### config.mk
export PLATFORM = sky130hd
export DESIGN_NAME = rsi_ramp_interlock
export DESIGN_NICKNAME = d
export VERILOG_FILES = /design/src/rsi_ramp_interlock.sv /design/src/rsi_term_decode.sv
export SDC_FILE = /design/constraint.sdc
export NUM_CORES = 1
export LEC_CHECK = 0
export ABC_AREA = 1
export BUFFER_PORTS_ARGS = -buffer_cell sky130_fd_sc_hd__buf_2
export CORE_MARGIN = 3
export CORE_UTILIZATION = 30
export CTS_BUF_LIST = sky130_fd_sc_hd__clkbuf_4
export DETAILED_ROUTE_END_ITERATION = 8
export HOLD_SLACK_MARGIN = 0.15
export SYNTH_ARGS = -nofsm -noshare
export SYNTH_HDL_FRONTEND = slang
export SYNTH_HIERARCHICAL = 1
export SYNTH_SLANG_ARGS = --single-unit
### constraint.sdc
create_clock -name sys_clk -period 1.6 [get_ports sys_clk]
set_input_delay 0.08 -clock sys_clk [delete_from_list [all_inputs] [get_ports sys_clk]]
set_output_delay 0.08 -clock sys_clk [all_outputs]
set_load 0.02 [all_outputs]
### src/rsi_ramp_interlock.sv
// Package and top module of the ramp select and start interlock block.

package rsi_pkg;
  localparam int NUM_TERM = 7;
  localparam int FC_W = 8;
  localparam int TIME_W = 16;
  localparam logic [FC_W-1:0] FC_RAMP2 = 8'h09;
  localparam logic [FC_W-1:0] FC_INTERLOCK = 8'h0D;
  localparam logic [FC_W-1:0] FC_TRIP_CLEAR = 8'h12;
  localparam logic [1:0] METHOD_TERMINAL = 2'h0;
  localparam logic [7:0] ERR_NONE = 8'h00;
  localparam logic [7:0] ERR_INTERLOCK = 8'h0D;
  localparam int CLK_KHZ = 200000;
  localparam int RESET_MIN_MS = 12;
  localparam int ALARM_CLR_MS = 30;
  // Least time rounds up; the exact figure is already whole.
  localparam int RESET_MIN_CYC = (RESET_MIN_MS * CLK_KHZ + 0) / 1;
  localparam int ALARM_CLR_CYC = ALARM_CLR_MS * CLK_KHZ;
  typedef enum logic [2:0] {
    ST_POWERUP = 3'h0,
    ST_STOP = 3'h1,
    ST_RUN = 3'h3,
    ST_TRIP = 3'h2,
    ST_RESET = 3'h6
  } rsi_state_t;
endpackage

`timescale 1ns/1ps

module rsi_ramp_interlock #(
  parameter int RESET_MIN_CYC = rsi_pkg::RESET_MIN_CYC,
  parameter int ALARM_CLR_CYC = rsi_pkg::ALARM_CLR_CYC
) (
  input wire logic sys_clk,
  input wire logic srst,
  input wire logic [rsi_pkg::NUM_TERM-1:0] term_in,
  input wire logic [rsi_pkg::NUM_TERM-1:0][rsi_pkg::FC_W-1:0] term_func_code,
  input wire logic run_cmd,
  input wire logic keypad_reset,
  input wire logic [1:0] ramp_switch_method,
  input wire logic [rsi_pkg::TIME_W-1:0] accel_time_primary,
  input wire logic [rsi_pkg::TIME_W-1:0] decel_time_primary,
  input wire logic [rsi_pkg::TIME_W-1:0] accel_time_secondary,
  input wire logic [rsi_pkg::TIME_W-1:0] decel_time_secondary,
  output logic [rsi_pkg::TIME_W-1:0] accel_time_active,
  output logic [rsi_pkg::TIME_W-1:0] decel_time_active,
  output logic second_ramp_active,
  output logic motor_run,
  output logic alarm_out,
  output logic [7:0] error_code
);

  localparam int CNT_W = $clog2(ALARM_CLR_CYC + 1);

  logic second_ramp_select;
  logic start_interlock;
  logic trip_clear_input;
  logic ramp2_use;
  rsi_pkg::rsi_state_t state_ff, nxt_state;
  logic [CNT_W-1:0] hold_cnt_ff, nxt_hold_cnt;
  logic trip_ff, nxt_trip;
  logic motor_run_ff, nxt_motor_run;
  logic [7:0] error_code_ff, nxt_error_code;
  logic [rsi_pkg::TIME_W-1:0] accel_ff, nxt_accel;
  logic [rsi_pkg::TIME_W-1:0] decel_ff, nxt_decel;
  logic ramp2_ff, nxt_ramp2;

  // ----------------------------------------------------------------------
  // Terminal decode
  // ----------------------------------------------------------------------
  rsi_term_decode #(
    .NUM_TERM(rsi_pkg::NUM_TERM),
    .FC_W(rsi_pkg::FC_W)
  ) u_decode (
    .term_in(term_in),
    .term_func_code(term_func_code),
    .fc_ramp2(rsi_pkg::FC_RAMP2),
    .fc_interlock(rsi_pkg::FC_INTERLOCK),
    .fc_trip_clear(rsi_pkg::FC_TRIP_CLEAR),
    .second_ramp_select(second_ramp_select),
    .start_interlock(start_interlock),
    .trip_clear_input(trip_clear_input)
  );

  // ----------------------------------------------------------------------
  // Ramp time selection
  // ----------------------------------------------------------------------
  // The terminal is ignored unless software picked the terminal switch method.
  assign ramp2_use = second_ramp_select && (ramp_switch_method == rsi_pkg::METHOD_TERMINAL);

  // No ramp state is kept here, so a change mid-ramp lands on the next edge.
  always_comb begin
    nxt_ramp2 = ramp2_use;
    if (ramp2_use) begin
      nxt_accel = accel_time_secondary;
      nxt_decel = decel_time_secondary;
    end else begin
      nxt_accel = accel_time_primary;
      nxt_decel = decel_time_primary;
    end
  end

  // Ramp time registers.
  always_ff @(posedge sys_clk) begin
    if (srst) begin
      accel_ff <= '0;
      decel_ff <= '0;
      ramp2_ff <= 1'b0;
    end else begin
      accel_ff <= nxt_accel;
      decel_ff <= nxt_decel;
      ramp2_ff <= nxt_ramp2;
    end
  end

  // ----------------------------------------------------------------------
  // Run and interlock sequencer
  // ----------------------------------------------------------------------
  // Reset release counts as power-up; the first cycle after it samples the run command.
  always_comb begin
    nxt_state = state_ff;
    nxt_trip = trip_ff;
    nxt_hold_cnt = hold_cnt_ff;
    unique case (state_ff)
      rsi_pkg::ST_POWERUP: begin
        if (run_cmd && start_interlock) begin
          nxt_state = rsi_pkg::ST_TRIP;
          nxt_trip = 1'b1;
        end else if (run_cmd) begin
          nxt_state = rsi_pkg::ST_RUN;
        end else begin
          nxt_state = rsi_pkg::ST_STOP;
        end
      end
      rsi_pkg::ST_STOP: begin
        if (trip_clear_input) begin
          nxt_state = rsi_pkg::ST_RESET;
        end else if (run_cmd) begin
          nxt_state = rsi_pkg::ST_RUN;
        end
      end
      rsi_pkg::ST_RUN: begin
        if (trip_clear_input) begin
          nxt_state = rsi_pkg::ST_RESET;
        end else if (!run_cmd) begin
          nxt_state = rsi_pkg::ST_STOP;
        end
      end
      rsi_pkg::ST_TRIP: begin
        if (trip_clear_input) begin
          nxt_state = rsi_pkg::ST_RESET;
        end else if (!run_cmd) begin
          nxt_state = rsi_pkg::ST_STOP;
          nxt_trip = 1'b0;
        end else if (keypad_reset) begin
          nxt_state = rsi_pkg::ST_RUN;
          nxt_trip = 1'b0;
        end
      end
      rsi_pkg::ST_RESET: begin
        // Output stays off while held; a short pulse leaves any trip in place.
        if (hold_cnt_ff != CNT_W'(ALARM_CLR_CYC)) begin
          nxt_hold_cnt = hold_cnt_ff + 1'b1;
        end
        if (hold_cnt_ff == CNT_W'(RESET_MIN_CYC - 1)) begin
          nxt_trip = 1'b0;
        end
        if (!trip_clear_input) begin
          nxt_hold_cnt = '0;
          // A release on the edge that ends the minimum hold must not land in a cleared trip.
          if (nxt_trip) begin
            nxt_state = rsi_pkg::ST_TRIP;
          end else if (run_cmd) begin
            nxt_state = rsi_pkg::ST_RUN;
          end else begin
            nxt_state = rsi_pkg::ST_STOP;
          end
        end
      end
      default: begin
        nxt_state = rsi_pkg::ST_POWERUP;
      end
    endcase
    nxt_motor_run = (nxt_state == rsi_pkg::ST_RUN);
    nxt_error_code = nxt_trip ? rsi_pkg::ERR_INTERLOCK : rsi_pkg::ERR_NONE;
  end

  // Sequencer registers.
  always_ff @(posedge sys_clk) begin
    if (srst) begin
      state_ff <= rsi_pkg::ST_POWERUP;
      trip_ff <= 1'b0;
      hold_cnt_ff <= '0;
      motor_run_ff <= 1'b0;
      error_code_ff <= rsi_pkg::ERR_NONE;
    end else begin
      state_ff <= nxt_state;
      trip_ff <= nxt_trip;
      hold_cnt_ff <= nxt_hold_cnt;
      motor_run_ff <= nxt_motor_run;
      error_code_ff <= nxt_error_code;
    end
  end

  assign accel_time_active = accel_ff;
  assign decel_time_active = decel_ff;
  assign second_ramp_active = ramp2_ff;
  assign motor_run = motor_run_ff;
  assign alarm_out = trip_ff;
  assign error_code = error_code_ff;
endmodule

### src/rsi_term_decode.sv
// Input terminal function decoder for the ramp select and start interlock block.
`timescale 1ns/1ps

module rsi_term_decode #(
  parameter int NUM_TERM = 7,
  parameter int FC_W = 8
) (
  input wire logic [NUM_TERM-1:0] term_in,
  input wire logic [NUM_TERM-1:0][FC_W-1:0] term_func_code,
  input wire logic [FC_W-1:0] fc_ramp2,
  input wire logic [FC_W-1:0] fc_interlock,
  input wire logic [FC_W-1:0] fc_trip_clear,
  output logic second_ramp_select,
  output logic start_interlock,
  output logic trip_clear_input
);

  logic [NUM_TERM-1:0] hit_ramp2;
  logic [NUM_TERM-1:0] hit_ilk;
  logic [NUM_TERM-1:0] hit_clr;

  // ----------------------------------------------------------------------
  // Per-terminal match
  // ----------------------------------------------------------------------
  // Each terminal carries whichever function its code names, so any of them may serve.
  genvar gi;
  generate
    for (gi = 0; gi < NUM_TERM; gi++) begin : g_term
      assign hit_ramp2[gi] = term_in[gi] && (term_func_code[gi] == fc_ramp2);
      assign hit_ilk[gi] = term_in[gi] && (term_func_code[gi] == fc_interlock);
      assign hit_clr[gi] = term_in[gi] && (term_func_code[gi] == fc_trip_clear);
    end
  endgenerate

  // Two terminals with the same code simply OR together.
  assign second_ramp_select = |hit_ramp2;
  assign start_interlock = |hit_ilk;
  assign trip_clear_input = |hit_clr;

endmodule

**Word-level counts from Yosys, hierarchy flattened**

Index checks and enable logic that the tools add are counted.

- Register bits: 69
- Input bits: 133
- Output and inout port bits: 43

- Add/sub/neg operators: 1
- Eq/ne operators: 29
- Mux-type cells: 24
- Reduce and logical (&&, ||, !) cells: 29

Operators with widths:

| operator | number |
|---|---|
| $eq 8x4->1 const B | 14 |
| $eq 8x5->1 const B | 7 |
| $mux 23 | 2 |
| $mux 16 | 2 |
| $mux 3 | 9 |
| $add 23x1->23 const B | 1 |
| $eq 23x22->1 const B | 1 |
| $logic_and 1x1->1 | 23 |
| $ne 23x23->1 const B | 1 |
| $reduce_or 7->1 | 3 |
| $pmux 3 s5 | 1 |
| $eq 3x2->1 const B | 3 |
| $mux 1 | 6 |
| $mux 2 | 2 |
| $mux 4 | 1 |
| $eq 3x1->1 const B | 1 |
| $eq 3x3->1 const B | 1 |
| $logic_not 3->1 | 1 |
| $pmux 1 s3 | 1 |
| $logic_not 2->1 | 1 |
| $ne 2x1->1 const B | 1 |
| $reduce_and 2->1 | 1 |

**Depth between registers and ports, before layout**

Gate-level depths: netlist of the first run.

- Depth after elaboration: 7
- Gate-level depth with buffers: 21

**Modules after synthesis**

The synthesis of the first run kept the hierarchy.

Modules (own cells, without submodules):

| module | instances | cells each | area each (µm²) | sequential area each (µm²) |
|---|---|---|---|---|
| rsi_ramp_interlock | 1 | 459 | 3026.7 | 1221.2 |
| rsi_term_decode | 1 | 635 | 2770.2 | 0.0 |

**Worst setup path after synthesis of the first run**

OpenSTA, ideal clock, no wires.

- Path type: in2reg
- From: in term_func_code[21] (netlist name)
- To: reg hold_cnt_ff[21]
- Arrival: 1494 ps
- Path slack: -26 ps
- Stages on the path: 16
- Path buffers: 2
- Path through: inv_1 -> nor2_1 -> nor3_2 -> nand3_1 -> nor2_1 -> nor2_1 -> nand2_1 -> buf_2 -> nand3_1 -> nor2_1 -> nand3_2 -> nand2_4 -> inv_2 -> buf_2 -> nand4_1 -> a21oi_1

- Word-level cells in the longest chain between the ends: 5

RTL lines:

| what | line | text |
|---|---|---|
| from (decl) | rsi_ramp_interlock.sv:37 | `input wire logic [rsi_pkg::NUM_TERM-1:0][rsi_pkg::FC_W-1:0] term_func_code,` |
| $eq 8x5->1 * | rsi_term_decode.sv:31 | `assign hit_clr[gi] = term_in[gi] && (term_func_code[gi] == fc_trip_clear);` |
| $logic_and 1x1->1 * | rsi_term_decode.sv:31 |  |
| $reduce_or 7->1 * | rsi_term_decode.sv:38 | `assign trip_clear_input = \|hit_clr;` |
| named net trip_clear_input | rsi_ramp_interlock.sv:57 | `logic trip_clear_input;` |
| $ne 2x1->1 (no line) | - |  |
| $reduce_and 2->1 (no line) | - |  |
| to (signal assigned) | rsi_ramp_interlock.sv:199 | `hold_cnt_ff <= nxt_hold_cnt;` |
| to (decl) | rsi_ramp_interlock.sv:60 | `logic [CNT_W-1:0] hold_cnt_ff, nxt_hold_cnt;` |

Mark *: on every way through the listed nets, which the timed path passes. The rest lies on a longest branch.
A chain may end at the register's enable or synchronous reset.

**Final worst setup path of the first run**

- From: reg hold_cnt_ff[0]
- To: reg hold_cnt_ff[5]

- Word-level cells in the longest chain between the ends: 3

RTL lines:

| what | line |
|---|---|
| $add 23x1->23 / $ne 23x23->1 (equally long branches) | rsi_ramp_interlock.sv:163, rsi_ramp_interlock.sv:162 |
| $mux 23 / $ne 2x1->1 (equally long branches) | - |
| $mux 23 / $reduce_and 2->1 (equally long branches) | - |

Parallel ways exist; a longest one is shown, timed or not. The select of a mux whose other input is x is not followed.

==> results of run 1 <==
power groups by stage:
stage / combinational, mW / clock, mW / sequential, mW
final: 1.48 / 1.28 / 1.58
after global routing: 1.64 / 1.37 / 1.59
after CTS: 1.37 / 1.31 / 1.59
after detailed placement: 1.24 / 0 / 1.62
after global placement: 1.24 / 0 / 1.62
after floorplan: 0.679 / 0 / 1.68
logic make-up (layout without fill, tap and decap cells):
| group | after synthesis | in the layout | share of synthesized area [%] |
|---|---|---|---|
| buf+inv | 184 | 508 | 13.71 |
| xor+xnor | 35 | 35 | 5.288 |
| flops | 61 | 61 | 21.07 |
| compound gates | 126 | 126 | 11.40 |
| other cells | 2 | 54 | 0.1296 |
| simple gates | 684 | 684 | 47.98 |
| fa+ha+maj | 2 | 2 | 0.4316 |
final cells by class:
class,instances,area [um2]
antenna,3,7.507
clock buffer,10,75.07
clock inverter,6,87.58
fill,2002,10130
inverter,138,520.5
multi-input combinational,898,4024
sequential,61,1232
tap,260,325.3
timing repair buffer,354,2427
metrics by stage:
step                      instances  cell area [um2]  util [%]  total power, mW  setup slack (ps)
final                          1730             8700     46.20            4.341             84.71
after floorplan                1143             5983         -            2.362             1.360
after global placement         1639             7734     41.07            2.857            -292.9
after detailed placement       1639             7734     41.07            2.864            -331.7
after global routing           1729             8697     46.19            4.601            -23.71
after CTS                      1722             8571     45.52            4.273             29.09
flip-flops by register name, indices dropped and copies added, names as in the netlist, named ones only:
signal,count
motor_run,1
second_ramp_active,1
accel_time_active,16
decel_time_active,16
state_ff,3
hold_cnt_ff,23
per-layer routing:
metal	track usage (%)	routed length, um	up-vias
li1	-	-	4065
met1	27.39	10100	3428
met2	34.60	10600	296
met3	3.998	1465	63
met4	7.838	852	0
met5	0	0	-
worst paths after layout:
| path | to | slack (ps) | depth (start not counted) |
|---|---|---|---|
| setup reg to reg | hold_cnt_ff[5] | 80 | 8 |
| hold reg to reg | hold_cnt_ff[22] | 480 | 2 |
| hold / removal | second_ramp_active | 190 | 5 |
| setup / recovery | hold_cnt_ff[5] | 80 | 8 |
cell usage in the layout (no fill, tap or decap), types with 2 or more instances in the layout:
master,count
nand2_1,399
nor2_1,174
buf_2,170
buf_4,113
inv_1,109
dlygate4sd3_1,67
o21ai_0,55
a21oi_1,54
nand3_1,54
dfxtp_1,54
conb_1,51
nand4_1,26
xor2_1,26
inv_2,18
nor2_2,10
clkbuf_4,10
clkinv_1,10
xnor2_1,9
dfxtp_2,6
nand3_2,4
nor3_1,4
diode_2,3
nor2_4,3
clkinvlp_4,3
o211ai_1,3
o21ai_1,2
a21oi_2,2
o21bai_1,2
and2_1,2
bufinv_16,2
buf_6,2
o22ai_1,2
or2_1,2
a21boi_0,2
nor3_2,2
worst max-delay path, delay by kind of cell (launching register included):
kind | cells | cell delay, ps
AOI/OAI and AO/OA | 1 | 60
and+or+nand+nor | 4 | 560
DFF | 1 | 370
buffers and inverters | 3 | 420
repair_timing:
item,CTS,global route
gates resized for setup,2,31
hold buffers,67,0
hold endpoints to repair,55,0
setup endpoints to repair,20,25
pin swaps,0,6
setup buffers,0,5
==> reports/metrics.cfg, run 1 <==
[placement]
io_buffers=170
dp_hpwl_um=17040
gp_congestion=0.9197

[layout]
drive_gt1_share_pct=24.20
layout.nets=1597
area_growth_pct=50.08

[drt]
vias=7852
remaining_drc_errors=0
wl_um=23020
drtPass1Iterations=5
drtIter0Drc=660
avgViaCountPerCell=4.539
wire_per_inst_um=13.31
ant_nets=0

[floorplan]
fp.coreArea_um2=18830
die_w_um=145.0
die_area_um2=21030
io_pins=176
die_y_um=145.0
initial_core_util_pct=30.78
row_count=50

[yosys]
synth_top_area_share_pct=25.84
synthesis.area_um2=5797
synthTopCellsByArea=nand2_1 (26%), dfxtp_1 (21%), nor2_1 (12%)
yosysUniqueCellTypes=38
synth_common_cells=nand2_1 (399), nor2_1 (182), inv_1 (111)
synth_cells=1094
synth_edf_count=0
synthFlopType=dfxtp_1
ys_async_sr_fraction_pct=0
syn_avg_cell_area_um2=5.299
synth-seq-cells=61
synth_top_area_cell=nand2_1
yosys_warnings=6
ys_seq_area_share_pct=21.07
yosys.cell_count.top_type=nand2_1

[power_and_ir_drop]
p_seq_share_pct=36.5
p_leak_nw=4.563
power.share.combinational_pct=34.0
p_switching_mw=1.476
clkPwrFrac_pct=29.5
p_sw_share_pct=34.01
irDropWorstVdd_mv=0.3095
p_per_area_nw_per_um2=499.0
p_int_mw=2.865

[sta]
setup_tns_ps=0
finalHoldViolCount=0
max_clock_freq_mhz=659.9
setup_violations=0
finalMaxSlewViolations=0
whs_ps=190.2
worst_clock_skew_ps=13.45
fin_crit_ps=1515
min_period_over_period_pct=94.71

[status]
status=completed

[critical_path]
start_kind=flip-flop
end_kind=flip-flop
crit_slowest_cell=dfxtp_4
crit_chain=buf_4, buf_4, nand3_1, nor2_1, buf_4, or2_2, nand4_1, a21oi_1
critPathKind=flip-flop to flip-flop
critPathMaxFanout=5
slowest_delay_ps=370
crit_path_start=hold_cnt_ff[0]
r2r_start=hold_cnt_ff[0]
critPathRequiredTime_ps=1910
cp.arrival_ps=1830
crit_top_cell=buf_4

[clocking]
cts.sinks=61
cts_root_buf=clkbuf_4
htree_levels=3
tritoncts=yes
path_clk_slew_ps=110
clock_latency_ps=430
numCtsBuffers=9
clk_path_buf_depth=2

[global_routing]
grt_max_degree=35
grt_pass1_vias=7308
grt_antenna_before_repair=2
overflow=0
grt_pass1_wl_um=36220
grt_usage_pct=21.02

[hold_path]
holdCritStartpoint=ramp_switch_method[0]
min_path_type=primary input to flip-flop

[flow_run]
max_cap_viol_count=0

Note: power is estimated with default switching activity, not from simulation.
==> inputs of run 2 (changes only) <==
PLACE_DENSITY_LB_ADDON = 0.3   (was unset)
==> reports/metrics.cfg, run 2 (same netlist as run 1, synthesis figures left out) <==
[floorplan]
initial_core_util_pct=30.78  ; unchanged
die_w_um=145.0  ; unchanged
io_pins=176  ; unchanged
fp.coreArea_um2=18830  ; unchanged
die_y_um=145.0  ; unchanged
die_area_um2=21030  ; unchanged
row_count=50  ; unchanged

[global_routing]
grt_max_degree=35  ; unchanged
grt_antenna_before_repair=2  ; unchanged
grt_pass1_vias=7316  ; +0.11%
grt_usage_pct=20.76  ; -0.26 points
overflow=0  ; unchanged
grt_pass1_wl_um=36310  ; +0.27%

[power_and_ir_drop]
p_sw_share_pct=33.04  ; -0.97 points
power.share.combinational_pct=32.7  ; -1.3 points
p_per_area_nw_per_um2=518.6  ; +3.9%
p_seq_share_pct=35.2  ; -1.3 points
p_leak_nw=4.563  ; about the same
p_switching_mw=1.492  ; +1.0%
clkPwrFrac_pct=32.2  ; +2.7 points
irDropWorstVdd_mv=0.4392  ; +42%
p_int_mw=3.023  ; +5.5%

[drt]
vias=7705  ; -1.9%
wl_um=22320  ; -3.1%
remaining_drc_errors=0  ; unchanged
drtIter0Drc=633  ; -4.1%
ant_nets=0  ; unchanged
drtPass1Iterations=5  ; unchanged
wire_per_inst_um=12.93  ; -2.8%
avgViaCountPerCell=4.464  ; -1.6%

[critical_path]
rr_endpoint=hold_cnt_ff[3]
critPathKind=flip-flop to flip-flop
critPathMaxFanout=8  ; +3
end_kind=flip-flop
critPathRequiredTime_ps=1960  ; +50 ps
ff2ff_path_depth=9  ; +1
rrSetupSlack_ps=80  ; about the same
r2r_start=hold_cnt_ff[17]
start_kind=flip-flop
cp.arrival_ps=1890  ; +60 ps

[hold_path]
whs_path_depth=5  ; unchanged
hold_end=second_ramp_active
holdCritStartpoint=ramp_switch_method[0]
min_path_type=primary input to flip-flop

[clocking]
cts_setup_buffers=0  ; unchanged
cts_root_buf=clkbuf_4
clk_path_buf_depth=2  ; unchanged
htree_levels=3  ; unchanged
tritoncts=yes
path_clk_slew_ps=120  ; about the same
numCtsBuffers=9  ; unchanged
clock_latency_ps=420  ; about the same
cts.sinks=61  ; unchanged

[layout]
area_growth_pct=50.18  ; about the same
post-route-util_pct=46.23  ; about the same
layout.nets=1594  ; -0.19%
regMostFlops=hold_cnt_ff
stdcell_area_um2=8706  ; about the same
drive_gt1_share_pct=24.45  ; +0.25 points
largest_reg_flops=23  ; unchanged
mostFrequentLayoutCells=nand2_1 (399), buf_2 (170), nor2_1 (168)
final_common_cell=nand2_1

[placement]
dpl_cell_area_um2=7761  ; +0.36%
gp_congestion=0.9599  ; +4.4%
io_buffers=170  ; unchanged
dp_hpwl_um=16970  ; -0.43%

[sta]
min_period_over_period_pct=95.12  ; +0.41 points
worst_clock_skew_ps=6.916  ; -6.539 ps
finalHoldViolCount=0  ; unchanged
rsz0062_at_grt=true
finalMaxSlewViolations=0  ; unchanged
fin_crit_ps=1522  ; +6.555 ps
max_clock_freq_mhz=657.1  ; -0.43%
setup_violations=0  ; unchanged

[status]
status=completed

[flow_run]
max_cap_viol_count=0  ; unchanged

==> run 2: worst max-delay path by stage <==
stage                                  start         endpoint  slack (ps)  cells after the start
after global placement    term_func_code[25]  hold_cnt_ff[12]        -350                     19
after floorplan           term_func_code[21]  hold_cnt_ff[21]           1                     16
after global routing          hold_cnt_ff[1]   hold_cnt_ff[2]         -20                     10
after detailed placement  term_func_code[25]  hold_cnt_ff[15]        -420                     18
after CTS                     hold_cnt_ff[1]   hold_cnt_ff[3]          60                     10
final                        hold_cnt_ff[17]   hold_cnt_ff[3]          80                      9
==> run 2: area by class of cell <==
cell class,instances,area [um2]
Antenna cell,2,5.005
Clock buffer,9,67.56
Clock inverter,7,123.9
Fill cell,2011,10120
Inverter,138,523.0
Multi-Input combinational cell,898,4020
Sequential cell,61,1231
Tap cell,260,325.3
Timing Repair Buffer,351,2410
==> run 2: worst max-delay path: stages (launching register included) <==
cell and delay (ps):
dfxtp_1 380, nand2_1 90, inv_1 60, nand2_1 40, nor2_1 180, nand3_2 130
nand2_4 160, buf_4 190, o21ai_0 80, a21oi_1 150
==> run 2: routing by layer <==
metal  GRT usage (%)  share of wire [%]
met1           27.65                 46
met2           34.86                 47
met4           5.653                2.4
met3           3.435                5.1
met5               0                  0
==> run 2: through the flow <==
stage          total power, mW  worst slack (ps)  TNS (ps)  std cells  hold WS (ps)
6_report                 4.515             78.15         0       1726         200.7
4_1_cts                  4.469             59.61         0       1724         157.8
2_1_floorplan            2.362             1.360         0       1143         214.9
3_3_place_gp             2.860            -352.1    -13820       1641         301.6
3_5_place_dp             2.867            -425.0    -15550       1641         306.3
5_1_grt                  4.801            -17.30    -55.63       1726         164.9
==> run 2: timing repair <==
action,CTS,global route
hold endpoints to repair,46,0
setup endpoints to repair,5,26
resized for setup,1,33
hold buffers,67,0
pin swaps,0,5
cloned,0,0
==> run 2: power groups by stage <==
stage / clock network [mW] / registers, mW / logic (mW)
after floorplan: 0 / 1.68 / 0.679
after global placement: 0 / 1.62 / 1.24
after detailed placement: 0 / 1.62 / 1.25
after CTS: 1.50 / 1.59 / 1.38
after global routing: 1.57 / 1.59 / 1.64
final: 1.45 / 1.59 / 1.47
